**src/design/sts_cfg.svh**
```systemverilog
// Constants of the scan test controller: register indices, field positions,
// LFSR, signature and wait constants and the host's own bus map.
// Assumes inclusion by bare name from package, interface and modules.
`ifndef STS_CFG_SVH
`define STS_CFG_SVH

`define STS_DATA_W 16
`define STS_ADDR_W 3
`define STS_SR_W 19

`define STS_REG_CONTROL 3'h0
`define STS_REG_STIMULUS 3'h1
`define STS_REG_RESPONSE 3'h2
`define STS_REG_COUNT_A 3'h3
`define STS_REG_COUNT_B 3'h4
`define STS_REG_REPEAT 3'h5
`define STS_REG_SHIFT_CFG 3'h6

`define STS_BIT_BUSY 15
`define STS_BIT_ARMED 14
`define STS_BIT_COMPARE 13
`define STS_BIT_BUS_TEST 12
`define STS_BIT_CORE_TEST 11
`define STS_BIT_QUOT_SEL 10
`define STS_BIT_MUX_SEL 9
`define STS_BIT_ACTIVATE 4
`define STS_BIT_CONT 3
`define STS_BIT_SHIFT 2
`define STS_BIT_AUTO 1
`define STS_BIT_ENTER 0

`define STS_CFG_WAIT_MSB 10
`define STS_CFG_WAIT_LSB 8
`define STS_CFG_STIM_HI_MSB 7
`define STS_CFG_STIM_HI_LSB 5
`define STS_CFG_STIM_LFSR 4
`define STS_CFG_RESP_HI_MSB 3
`define STS_CFG_RESP_HI_LSB 1
`define STS_CFG_RESP_LFSR 0

`define STS_LFSR_TAPS 19'h72000
`define STS_EXPECTED_SIG 19'h00000
`define STS_WAIT_BASE 5'h02

`define STS_AXI_CMD 4'h0
`define STS_AXI_RESULT 4'h4
`define STS_CMD_WRITE_BIT 20
`define STS_CMD_ADDR_MSB 18
`define STS_CMD_ADDR_LSB 16
`define STS_RESULT_BUSY_BIT 16
`define STS_RESP_OKAY 2'h0
`define STS_RESP_SLVERR 2'h2

`endif

```
**src/design/sts_pkg.sv**
```systemverilog
// Types shared by both ends of the scan test controller.
// Assumes sts_cfg.svh for widths.
`include "sts_cfg.svh"

package sts_pkg;

  typedef enum logic [1:0] {
    AUTO_IDLE,
    AUTO_SHIFT,
    AUTO_WAIT
  } sts_auto_state_t;

  typedef struct packed {
    logic armSync1;
    logic armSync2;
    logic extSync1;
    logic extSync2;
    logic ackReg;
    logic [`STS_DATA_W-1:0] rdData;
    logic enterWritten;
    logic enterTest;
    logic busTest;
    logic coreTest;
    logic quotSel;
    logic muxSel;
    logic contBit;
    logic shiftBit;
    logic autoBit;
    logic activateLine;
    logic shifting;
    logic [`STS_SR_W-1:0] stim;
    logic [`STS_SR_W-1:0] resp;
    logic stimLfsr;
    logic respLfsr;
    logic [`STS_DATA_W-1:0] countA;
    logic [`STS_DATA_W-1:0] countB;
    logic [`STS_DATA_W-1:0] cntA;
    logic [`STS_DATA_W-1:0] cntB;
    logic [`STS_DATA_W-1:0] repLoad;
    logic [`STS_DATA_W-1:0] reps;
    logic [2:0] waitSel;
    logic [4:0] waitCnt;
    sts_auto_state_t autoState;
    logic scanOut;
    logic quotOut;
    logic chipResetReq;
  } sts_dev_state_t;

  typedef struct packed {
    logic awReady;
    logic wReady;
    logic awDone;
    logic wDone;
    logic [3:0] awAddr;
    logic [31:0] wData;
    logic [3:0] wStrb;
    logic bValid;
    logic [1:0] bResp;
    logic arReady;
    logic rValid;
    logic [31:0] rData;
    logic [1:0] rResp;
    logic req;
    logic write;
    logic [`STS_ADDR_W-1:0] addr;
    logic [`STS_DATA_W-1:0] wrData;
    logic [`STS_DATA_W-1:0] result;
  } sts_host_state_t;

endpackage

```
**src/design/sts_if.sv**
```systemverilog
// Parallel 16-bit register link between the bus master and the test controller.
// Assumes both ends run on the same core clock.
`timescale 1ns/1ps
`include "sts_cfg.svh"

interface sts_if;
  logic regReq;
  logic regWrite;
  logic [`STS_ADDR_W-1:0] regAddr;
  logic [`STS_DATA_W-1:0] regWrData;
  logic regAck;
  logic [`STS_DATA_W-1:0] regRdData;

  modport device (
    input regReq,
    input regWrite,
    input regAddr,
    input regWrData,
    output regAck,
    output regRdData
  );

  modport host (
    output regReq,
    output regWrite,
    output regAddr,
    output regWrData,
    input regAck,
    input regRdData
  );
endinterface

```
**src/design/sts_device.sv**
```systemverilog
// Scan test controller: serial stimulus and response engine with its register file.
// Assumes a bus master on sts_if and a serially scanned unit on the user side.
// Operation
// - Shift stimulus, activate, shift response, latch.
// - Register exchange uses 16-bit parallel words.
// - Serial unit link; response overlaps next stimulus.
// - Deterministic or internally generated pseudorandom stimulus.
// - Compressed response kept as LFSR signature.
// - Uncompressed response latched; master reads each.
// - Manual, automatic and continuous modes exist.
// - Master steps manual mode write-shift-activate-read.
// - Manual mode allows every stimulus/response combination.
// - Automatic mode sequences shifts and activations itself.
// - Continuous mode compresses counter serial output.
// - Stimulus register plain or pattern generator.
// - Response register plain or signature analyser.
// - Any bus master may start automatic runs.
// - Test mode needs pin low and bit.
// - Enter bit takes only first write.
// - Pin release in test mode resets chip.
// - Control register bit layout fixed, 16 bits.
// - Activate bit pulses line, reads zero.
// - Shift ends when both counters reach zero.
// - Auto bit clears when repeats run out.
// - Busy reflects auto, shift or continuous activity.
`timescale 1ns/1ps
`include "sts_cfg.svh"

module sts_device (
  input wire logic core_clk,
  input wire logic nrst,
  sts_if.device bus,
  input wire logic testArmPinN,
  input wire logic scanIn,
  input wire logic extShiftIn,
  input wire logic counterIn,
  output logic scanOut,
  output logic activateLine,
  output logic coreScanLink,
  output logic busTestLink,
  output logic quotientOut,
  output logic testArmed,
  output logic chipResetReq
);

  sts_pkg::sts_dev_state_t stateReg;
  sts_pkg::sts_dev_state_t stateNext;

  assign bus.regAck = stateReg.ackReg;
  assign bus.regRdData = stateReg.rdData;
  assign scanOut = stateReg.scanOut;
  assign activateLine = stateReg.activateLine;
  assign coreScanLink = stateReg.coreTest;
  assign busTestLink = stateReg.busTest;
  assign quotientOut = stateReg.quotOut;
  assign testArmed = stateReg.armSync2;
  assign chipResetReq = stateReg.chipResetReq;

  always_comb begin
    logic take;
    logic [`STS_DATA_W-1:0] wd;
    logic testMode;
    logic autoOn;
    logic lfsrA;
    logic lfsrB;
    logic respBit;
    logic compare;
    logic [`STS_DATA_W-1:0] control;
    take = bus.regReq & ~stateReg.ackReg;
    wd = bus.regWrData;
    testMode = stateReg.enterTest & stateReg.armSync2;
    autoOn = stateReg.autoState != sts_pkg::AUTO_IDLE;
    // Automatic runs always generate and compress, whatever the shift configuration.
    lfsrA = stateReg.stimLfsr | autoOn;
    lfsrB = stateReg.respLfsr | autoOn | stateReg.contBit;
    compare = stateReg.resp == `STS_EXPECTED_SIG;
    respBit = 1'b0;
    control = '0;
    stateNext = stateReg;
    // Pin is active low; armed means held low.
    stateNext.armSync1 = ~testArmPinN;
    stateNext.armSync2 = stateReg.armSync1;
    stateNext.extSync1 = extShiftIn;
    stateNext.extSync2 = stateReg.extSync1;
    stateNext.ackReg = take;
    stateNext.activateLine = 1'b0;
    stateNext.chipResetReq = 1'b0;
    stateNext.quotOut = stateReg.quotSel & stateReg.resp[0];

    // Without the bus-test link, mux select or continuous input the stimulus loops back so the engine can test itself.
    if (stateReg.muxSel) begin
      respBit = stateReg.extSync2;
    end else if (stateReg.contBit && !stateReg.shifting) begin
      respBit = counterIn;
    end else if (stateReg.busTest) begin
      respBit = scanIn;
    end else begin
      respBit = stateReg.stim[0];
    end

    if (stateReg.shifting) begin
      if (stateReg.cntA != '0) begin
        stateNext.scanOut = stateReg.stim[0];
        stateNext.cntA = stateReg.cntA - 16'h0001;
        if (lfsrA) begin
          stateNext.stim = {^(stateReg.stim & `STS_LFSR_TAPS), stateReg.stim[18:1]};
        end else begin
          stateNext.stim = {stateReg.stim[18:16], 1'b0, stateReg.stim[15:1]};
        end
      end
      if (stateReg.cntB != '0) begin
        stateNext.cntB = stateReg.cntB - 16'h0001;
        if (lfsrB) begin
          stateNext.resp = {respBit ^ (^(stateReg.resp & `STS_LFSR_TAPS)),
                            stateReg.resp[18:1]};
        end else begin
          stateNext.resp = {stateReg.resp[18:16], respBit, stateReg.resp[15:1]};
        end
      end
      if (stateReg.cntA == '0 && stateReg.cntB == '0) begin
        stateNext.shifting = 1'b0;
        stateNext.shiftBit = 1'b0;
      end
    end else if (stateReg.contBit) begin
      stateNext.resp = {respBit ^ (^(stateReg.resp & `STS_LFSR_TAPS)),
                        stateReg.resp[18:1]};
    end

    case (stateReg.autoState)
      sts_pkg::AUTO_SHIFT: begin
        if (!stateReg.shifting) begin
          stateNext.activateLine = 1'b1;
          stateNext.waitCnt = {1'b0, stateReg.waitSel, 1'b0} + `STS_WAIT_BASE;
          stateNext.autoState = sts_pkg::AUTO_WAIT;
        end
      end
      sts_pkg::AUTO_WAIT: begin
        if (stateReg.waitCnt > 5'h01) begin
          stateNext.waitCnt = stateReg.waitCnt - 5'h01;
        end else begin
          stateNext.reps = stateReg.reps - 16'h0001;
          if (stateReg.reps == 16'h0001) begin
            stateNext.autoBit = 1'b0;
            stateNext.autoState = sts_pkg::AUTO_IDLE;
          end else begin
            stateNext.shifting = 1'b1;
            stateNext.cntA = stateReg.countA;
            stateNext.cntB = stateReg.countB;
            stateNext.autoState = sts_pkg::AUTO_SHIFT;
          end
        end
      end
      default: begin
      end
    endcase

    // Busy follows the shift and auto engines, not their run bits, which software may clear mid-run.
    control[`STS_BIT_BUSY] = autoOn | stateReg.shifting | stateReg.contBit;
    control[`STS_BIT_ARMED] = stateReg.armSync2;
    control[`STS_BIT_COMPARE] = compare;
    control[`STS_BIT_BUS_TEST] = stateReg.busTest;
    control[`STS_BIT_CORE_TEST] = stateReg.coreTest;
    control[`STS_BIT_QUOT_SEL] = stateReg.quotSel;
    control[`STS_BIT_MUX_SEL] = stateReg.muxSel;
    control[`STS_BIT_CONT] = stateReg.contBit;
    control[`STS_BIT_SHIFT] = stateReg.shiftBit;
    control[`STS_BIT_AUTO] = stateReg.autoBit;
    control[`STS_BIT_ENTER] = stateReg.enterTest;

    if (take && !bus.regWrite) begin
      case (bus.regAddr)
        `STS_REG_CONTROL: stateNext.rdData = control;
        `STS_REG_STIMULUS: stateNext.rdData = stateReg.stim[15:0];
        `STS_REG_RESPONSE: stateNext.rdData = stateReg.resp[15:0];
        `STS_REG_COUNT_A: stateNext.rdData = stateReg.countA;
        `STS_REG_COUNT_B: stateNext.rdData = stateReg.countB;
        `STS_REG_REPEAT: stateNext.rdData = stateReg.reps;
        `STS_REG_SHIFT_CFG: stateNext.rdData = {5'h00, stateReg.waitSel, stateReg.stim[18:16],
                                                stateReg.stimLfsr, stateReg.resp[18:16],
                                                stateReg.respLfsr};
        default: stateNext.rdData = '0;
      endcase
    end

    if (take && bus.regWrite) begin
      case (bus.regAddr)
        `STS_REG_CONTROL: begin
          if (!stateReg.enterWritten) begin
            stateNext.enterWritten = 1'b1;
            stateNext.enterTest = wd[`STS_BIT_ENTER] & stateReg.armSync2;
          end
          if (testMode) begin
            stateNext.busTest = wd[`STS_BIT_BUS_TEST];
            stateNext.coreTest = wd[`STS_BIT_CORE_TEST];
            stateNext.quotSel = wd[`STS_BIT_QUOT_SEL];
            stateNext.muxSel = wd[`STS_BIT_MUX_SEL];
          end
          // A write must not swallow a pulse raised by the automatic sequence.
          stateNext.activateLine = stateNext.activateLine | wd[`STS_BIT_ACTIVATE];
          stateNext.contBit = wd[`STS_BIT_CONT];
          // Clearing the shift or auto bit only changes the readback; engines run on.
          stateNext.shiftBit = wd[`STS_BIT_SHIFT] | (stateReg.shiftBit & stateReg.shifting &
                               wd[`STS_BIT_SHIFT]);
          stateNext.autoBit = wd[`STS_BIT_AUTO] & (autoOn | stateReg.repLoad != '0);
          if (wd[`STS_BIT_SHIFT] && !stateReg.shifting) begin
            stateNext.shifting = 1'b1;
            stateNext.cntA = stateReg.countA;
            stateNext.cntB = stateReg.countB;
          end
          if (wd[`STS_BIT_AUTO] && !autoOn && stateReg.repLoad != '0) begin
            stateNext.reps = stateReg.repLoad;
            stateNext.autoState = sts_pkg::AUTO_SHIFT;
            if (!stateReg.shifting) begin
              stateNext.shifting = 1'b1;
              stateNext.cntA = stateReg.countA;
              stateNext.cntB = stateReg.countB;
            end
          end
        end
        `STS_REG_STIMULUS: stateNext.stim[15:0] = wd;
        `STS_REG_RESPONSE: stateNext.resp[15:0] = wd;
        `STS_REG_COUNT_A: stateNext.countA = wd;
        `STS_REG_COUNT_B: stateNext.countB = wd;
        `STS_REG_REPEAT: stateNext.repLoad = wd;
        `STS_REG_SHIFT_CFG: begin
          stateNext.waitSel = wd[`STS_CFG_WAIT_MSB:`STS_CFG_WAIT_LSB];
          stateNext.stim[18:16] = wd[`STS_CFG_STIM_HI_MSB:`STS_CFG_STIM_HI_LSB];
          stateNext.stimLfsr = wd[`STS_CFG_STIM_LFSR];
          stateNext.resp[18:16] = wd[`STS_CFG_RESP_HI_MSB:`STS_CFG_RESP_HI_LSB];
          stateNext.respLfsr = wd[`STS_CFG_RESP_LFSR];
        end
        default: begin
        end
      endcase
    end

    // Losing the pin in test mode restarts everything, as a chip reset would.
    if (stateReg.enterTest && !stateReg.armSync2) begin
      stateNext = '0;
      stateNext.chipResetReq = 1'b1;
      stateNext.ackReg = take;
    end
  end

  always_ff @(posedge core_clk or negedge nrst) begin
    if (!nrst) begin
      stateReg <= '0;
    end else begin
      stateReg <= stateNext;
    end
  end

endmodule

```
**src/flat_wrapper.sv**
```systemverilog
// flat-port wrapper written by rule: the top's interface ports become plain ports
module sts_device_flat 
  (core_clk, nrst, testArmPinN, scanIn, extShiftIn, counterIn, scanOut, activateLine, coreScanLink, busTestLink, quotientOut, testArmed, chipResetReq, bus_regReq, bus_regWrite, bus_regAddr, bus_regWrData, bus_regAck, bus_regRdData);
  sts_if bus_i ();
  input wire logic core_clk;
  input wire logic nrst;
  input wire logic testArmPinN;
  input wire logic scanIn;
  input wire logic extShiftIn;
  input wire logic counterIn;
  output logic scanOut;
  output logic activateLine;
  output logic coreScanLink;
  output logic busTestLink;
  output logic quotientOut;
  output logic testArmed;
  output logic chipResetReq;
  input wire logic [$bits(bus_i.regReq)-1:0] bus_regReq;
  input wire logic [$bits(bus_i.regWrite)-1:0] bus_regWrite;
  input wire logic [$bits(bus_i.regAddr)-1:0] bus_regAddr;
  input wire logic [$bits(bus_i.regWrData)-1:0] bus_regWrData;
  output wire logic [$bits(bus_i.regAck)-1:0] bus_regAck;
  output wire logic [$bits(bus_i.regRdData)-1:0] bus_regRdData;
  assign bus_i.regReq = bus_regReq;
  assign bus_i.regWrite = bus_regWrite;
  assign bus_i.regAddr = bus_regAddr;
  assign bus_i.regWrData = bus_regWrData;
  assign bus_regAck = bus_i.regAck;
  assign bus_regRdData = bus_i.regRdData;
  sts_device u_core (.core_clk(core_clk), .nrst(nrst), .bus(bus_i), .testArmPinN(testArmPinN), .scanIn(scanIn), .extShiftIn(extShiftIn), .counterIn(counterIn), .scanOut(scanOut), .activateLine(activateLine), .coreScanLink(coreScanLink), .busTestLink(busTestLink), .quotientOut(quotientOut), .testArmed(testArmed), .chipResetReq(chipResetReq));
endmodule
```
**config.mk**
```make
export PLATFORM = sky130hd
export DESIGN_NAME = sts_device_flat
export DESIGN_NICKNAME = d
export VERILOG_FILES = /design/src/design/sts_pkg.sv /design/src/design/sts_if.sv /design/src/design/sts_device.sv /design/src/flat_wrapper.sv
export VERILOG_INCLUDE_DIRS = /design/src /design/src/design
export SDC_FILE = /design/constraint.sdc
export NUM_CORES = 1
export LEC_CHECK = 0
export BUFFER_PORTS_ARGS = -buffer_cell sky130_fd_sc_hd__buf_2
export CORE_ASPECT_RATIO = 1.4
export CORE_MARGIN = 1.5
export CORE_UTILIZATION = 62
export CTS_CLUSTER_DIAMETER = 100
export DETAILED_ROUTE_END_ITERATION = 10
export GPL_TIMING_DRIVEN = 0
export PLACE_DENSITY = 0.81
export SYNTH_ARGS = -nofsm -noshare
export SYNTH_HDL_FRONTEND = slang
export SYNTH_SLANG_ARGS = --single-unit
export TNS_END_PERCENT = 20
```
**constraint.sdc**
```tcl
create_clock -name core_clk -period 3.3 [get_ports core_clk]
set_clock_uncertainty 0.15 [all_clocks]
set_input_delay 0.165 -clock core_clk [delete_from_list [all_inputs] [get_ports core_clk]]
set_output_delay 0.165 -clock core_clk [all_outputs]
set_load 0.05 [all_outputs]
```
==> flow_metrics.tcl, run 1 <==
set metrics [dict create \
    status "completed" \
    multi_input_area_um2 4930 \
    crit_slowest_cell "nor4_1" \
    start_util_pct 63.6 \
    syn_area_per_cell_um2 9.03 \
    cts_tree "built" \
    cpLargestDelayFamily "simple AND/OR/NAND/NOR gates" \
    cp.arrival_ps 3340 \
    ys_types 58 \
    synth.top_cell.area_share_pct 45.6 \
    io_pins 51 \
    cp_cell_sequence "nor4_1 > nand4_1 > and2_1 > clkbuf_1 > buf_1 > xnor2_1 > a211oi_2" \
    core-area_um2 15600 \
    synth_edf_count 0 \
    yosys_register_bits 181 \
    crit_buf_inv 2 \
    maxCapViolCount 0 \
    grt_pass1_vias 8944 \
    drive_above_1_share_pct 12.4 \
    synth_cells 1100 \
    port_buffers 48 \
    ys_seq_area_share_pct 45.6 \
    cts_buffers 17 \
    hold_class "primary input to asynchronous set/reset pin" \
    synth_ff_type "dfrtp_1" \
    slew_headroom_pct 38.9 \
    setup_slack_ps 164 \
    hold_viol_final 0 \
    synthTopCellsByCount "nand2_1 (204), dfrtp_1 (181), a21oi_1 (106)" \
    yosysMostFrequentCell "nand2_1" \
    initialDrtViolationCount 1196 \
    wirelength_mm 33.6 \
    grt_pass1_wl_mm 51.0 \
    pre_cts_slack_ps 336 \
    ys_warn_count 0 \
    syn_to_final_growth_pct 13.5 \
    period_minus_slack_ps 3140 \
    synth_nets 1140 \
    final_antenna_net_count 0 \
    vias 9262 \
    clock_path_buffers 2 \
    fmax_mhz 319 \
    num-fill-cells 1197 \
    place.gp.congestion 1.09 \
    crit_path_end_kind "register" \
    crit_path_start_kind "register" \
    holdWs_ps 101 \
    dr.pass1.iters 6 \
    dp_hpwl_mm 23.7 \
    cp_max_fo 10 \
    seqCellArea_um2 4530 \
    antenna_found_initial 0 \
    dieArea_um2 16800 \
    final_max_slew_viol_count 0 \
    grt_usage_pct 42.0 \
    clk_pin_slew_ps 70 \
    synth_top_area_cell "dfrtp_1" \
    die_x_um 110 \
    netlist_area_um2 9930 \
    grt_max_degree 118 \
    die_height_um 153 \
    fp-row-count 54 \
    max_stage_delay_ps 560 \
    cts_num_sinks 181 \
    drt-wirelength-per-cell_um 24.1 \
    p_leak_nw 4.90 \
    viasPerCell 6.63 \
    p_total_mw 8.96 \
    ctsHtreeMaxLevel 4 \
    setup_viol 0 \
    critPathRequiredTime_ps 3500 \
    async_flop_share_pct 100 \
    worst_slew_pin_slew_ps 910 \
    rsz0062_at_grt "false" \
    peakVddDrop_mv 0.476 \
    power_density_nw_per_um2 795 \
    cts_root_buf "clkbuf_16" \
    finalCritPeriodShare_pct 95.0 \
    nets 1228 \
    worst_skew_pair.late_latency_ps 440 \
    yosys-top-cells-area "dfrtp_1 (46%), nand2_1 (7.7%), a21oi_1 (5.3%), nor2_1 (3.9%), mux2i_1 (3.7%)" \
    worstSetupPathType "register to register" \
    drc 0 \
    overflow 0 \
]
power by group:
part / internal [mW] / leakage (nW) / total [mW] / switching (mW)
clock network: 1.24 / 0.302 / 2.16 / 0.914
logic: 1.30 / 2.38 / 2.90 / 1.60
registers: 2.96 / 2.22 / 3.91 / 0.949
total: 5.50 / 4.90 / 8.96 / 3.46
per-stage QoR:
step / area, µm² / cells / setup TNS (ps) / utilization, %
after floorplan: 9930 / 1100 / 0 / -
after global placement: 10400 / 1344 / -171250 / 66.7
final: 11300 / 1398 / 0 / 72.2
after CTS: 11300 / 1397 / 0 / 72.2
after detailed placement: 10500 / 1345 / 0 / 67.0
after global routing: 11300 / 1397 / 0 / 72.2
sequential cells by signal (all words and copies together), names as in the netlist:
signal	cells
u_core.chipResetReq	1
u_core.bus.regRdData	16
u_core.bus.regAck	1
u_core.testArmed	1
u_core.busTestLink	1
u_core.quotientOut	1
u_core.stateReg	157
u_core.activateLine	1
u_core.coreScanLink	1
u_core.scanOut	1
cell usage in the layout (no fill, tap or decap), types with 21 or more instances in the layout:
cell      instances
nand2_1         204
nor2_1          102
buf_2            54
xnor2_1          36
inv_1            21
clkbuf_1         47
o21ai_0          57
dfrtp_1         181
mux2i_1          37
nor4_1           24
a21oi_1         106
worst reg2reg max path: cells and delay by family (launching register included):
kind / cells / cell delay [ps]
compound gates: 1 / 230
xor+xnor: 1 / 240
buf+inv: 2 / 720
flops: 1 / 430
simple gates: 3 / 1270
metal layers:
metal  vias up  track usage, %  routed length (µm)
li1       4042               -                   -
met1      4469            53.0               12000
met2       585            64.9               15800
met3       166            10.1                3360
met4         0            24.9                2470
met5         -               0                   0
path summary, 6_finish.rpt:
check | end | slack, ps | cells past startpoint | start
max in group asynchronous | u_core.stateReg[146]$_DFF_PN0_ | 1930 | 3 | nrst
min | u_core.stateReg[71]$_DFF_PN0_ | 100 | 2 | nrst
max | u_core.stateReg[61]$_DFF_PN0_ | 160 | 7 | u_core.stateReg[71]$_DFF_PN0_
max reg2reg | u_core.stateReg[61]$_DFF_PN0_ | 160 | 7 | u_core.stateReg[71]$_DFF_PN0_
min in group core_clk | u_core.bus.regRdData[15]$_DFFE_PN0P_ | 130 | 4 | bus_regAddr[1]
min reg2reg | u_core.testArmed$_DFF_PN0_ | 310 | 1 | u_core.stateReg[180]$_DFF_PN0_
cells by family after synthesis:
family / share of synthesized area, %
AOI/OAI and AO/OA: 17.6
buffers and inverters: 4.70
and+or+nand+nor: 19.6
muxes: 6.11
xor gates and xnor gates: 4.68
adders and majority gates: 1.64
DFF: 45.6
cell type report:
type                    instances  share of cell area, %
plain buffers                  82                   3.44
diodes                          1                 0.0222
clock inverters                13                   1.48
inverters                      21                  0.699
clock buffers                  19                   4.02
well taps                     196                   2.18
multi-input cells             816                   43.8
repair buffers                 69                   4.24
flip-flops and latches        181                   40.2
repair_timing:
item | CTS | global route
gates resized for setup | 0 | 0
buffers inserted | 0 | 0
hold buffers | 20 | 0
endpoints found under the hold margin | 132 | 0
(Power assumes the default switching activity.)
==> inputs of run 2 (changes only) <==
CORE_ASPECT_RATIO = unset   (was 1.4)
MAX_ROUTING_LAYER = met4   (was unset)
==> run 2 against run 1 <==
Effect of this change: cell count grew 1.3%; first-iteration DRC count shrank 2.7%; register-to-register slack lost 40 ps; utilization shrank 0.94 points; critical endpoint is now u_core.stateReg[131]$_DFF_PN0_.
==> flow_metrics.tcl, run 2 (same netlist as run 1, synthesis figures left out) <==
set metrics [dict create \
    p_leak_nw 4.87 \
    vias 9329 \
    setup_viol 0 \
    top_register "u_core.stateReg" \
    clk_pin_slew_ps 70 \
    dr.pass1.iters 6 \
    worst_slew_pin_slew_ps 887 \
    port_buffers 48 \
    core-area_um2 15800 \
    grt_usage_pct 42.9 \
    hold_class "primary input to asynchronous set/reset pin" \
    peakVddDrop_mv 0.437 \
    pre_cts_slack_ps 365 \
    dieArea_um2 16800 \
    setup_slack_ps 127 \
    final_cell_mix "nand2_1 (204), dfrtp_1 (181), a21oi_1 (106), nor2_1 (102), o21ai_0 (57)" \
    multi_input_area_um2 4930 \
    antenna_cells 0 \
    crit_path_start_kind "register" \
    p_total_mw 8.79 \
    ctsHtreeMaxLevel 4 \
    grt_max_degree 121 \
    layout_commonest_cell "nand2_1" \
    finalCritPeriodShare_pct 96.1 \
    status "completed" \
    grt_pass1_vias 8728 \
    syn_to_final_growth_pct 13.2 \
    nets 1228 \
    critPathRequiredTime_ps 3470 \
    drt-wirelength-per-cell_um 23.7 \
    period_minus_slack_ps 3170 \
    fmax_mhz 315 \
    viasPerCell 6.59 \
    hold_viol_final 0 \
    overflow 0 \
    antenna_found_initial 0 \
    start_util_pct 63.0 \
    cp_max_fo 10 \
    place.gp.congestion 1.02 \
    slew_headroom_pct 40.9 \
    crit_path_end_kind "register" \
    fp-row-count 46 \
    final_antenna_net_count 0 \
    cts_num_sinks 181 \
    die_x_um 130 \
    dp_cells 1365 \
    grt_pass1_wl_mm 50.7 \
    drive_above_1_share_pct 12.3 \
    io_pins 51 \
    cts_root_buf "clkbuf_16" \
    worst_skew_pair.late_latency_ps 440 \
    rsz0062_at_grt "false" \
    worstSetupPathType "register to register" \
    power_density_nw_per_um2 782 \
    maxCapViolCount 0 \
    dp_hpwl_mm 23.9 \
    clock_path_buffers 2 \
    num-fill-cells 1257 \
    initialDrtViolationCount 1164 \
    final_max_slew_viol_count 0 \
    cts_tree "built" \
    fin_cells 1416 \
    drc 0 \
    seqCellArea_um2 4530 \
    die_height_um 130 \
    largest_reg_flops 157 \
    cp.arrival_ps 3340 \
    wirelength_mm 33.6 \
    cts_buffers 17 \
]
run 2: final cells by class:
| type | count | area share [%] |
|---|---|---|
| Clock inverter | 12 | 1.09 |
| Buffer | 82 | 3.45 |
| Timing Repair Buffer | 69 | 4.25 |
| Multi-Input combinational cell | 816 | 43.9 |
| Inverter | 21 | 0.701 |
| Tap cell | 216 | 2.40 |
| Sequential cell | 181 | 40.3 |
| Clock buffer | 19 | 3.94 |
run 2: metrics by stage:
stage / TNS, ps / hold slack, ps / util, % / cell area, µm²
3_3_place_gp: -178500 / 165 / 66.2 / 10400
5_1_grt: 0 / 157 / 71.3 / 11200
2_1_floorplan: 0 / -281 / - / 9930
3_5_place_dp: 0 / -19.6 / 66.4 / 10500
4_1_cts: 0 / 106 / 71.3 / 11200
6_report: 0 / 96.8 / 71.3 / 11200
run 2: path summary, 6_finish.rpt:
path,startpoint,to,slack [ps],depth (start not counted)
min reg2reg,u_core.bus.regRdData[6]$_DFFE_PN0P_,u_core.bus.regRdData[6]$_DFFE_PN0P_,330,1
min,nrst,u_core.stateReg[71]$_DFF_PN0_,100,2
max,u_core.stateReg[61]$_DFF_PN0_,u_core.stateReg[131]$_DFF_PN0_,130,9
max in group asynchronous,nrst,u_core.stateReg[152]$_DFF_PN0_,1880,3
min in group core_clk,bus_regWrite,u_core.stateReg[97]$_DFFE_PN0P_,130,5
max reg2reg,u_core.stateReg[61]$_DFF_PN0_,u_core.stateReg[131]$_DFF_PN0_,130,9
run 2: report_power, final:
group,internal [mW],switching (mW)
combinational,1.30,1.61
sequential,2.96,0.912
clock,1.07,0.935
total,5.33,3.46
run 2: critical path: stages (launching register included):
cell and delay [ps]:
dfrtp_1 400, inv_1 80, ha_1 220, nor3b_1 140, nand4_1 250, and2_1 170
clkbuf_1 500, buf_1 590, nand2_1 160, a311oi_1 370
run 2: per-layer routing:
| metal | global-route usage (%) | up-vias | part of all wire [%] |
|---|---|---|---|
| met5 | - | - | 0 |
| met4 | 25.3 | 0 | 6.5 |
| met3 | 9.79 | 156 | 11 |
| met2 | 61.7 | 590 | 44 |
| met1 | 55.7 | 4532 | 39 |
| li1 | - | 4051 | - |
run 2: repair_timing:
item,in CTS,in global routing
gates resized for setup,0,0
endpoints found under the setup margin,0,0
hold buffers,20,0
hold endpoints to repair,127,0
buffers inserted,0,0
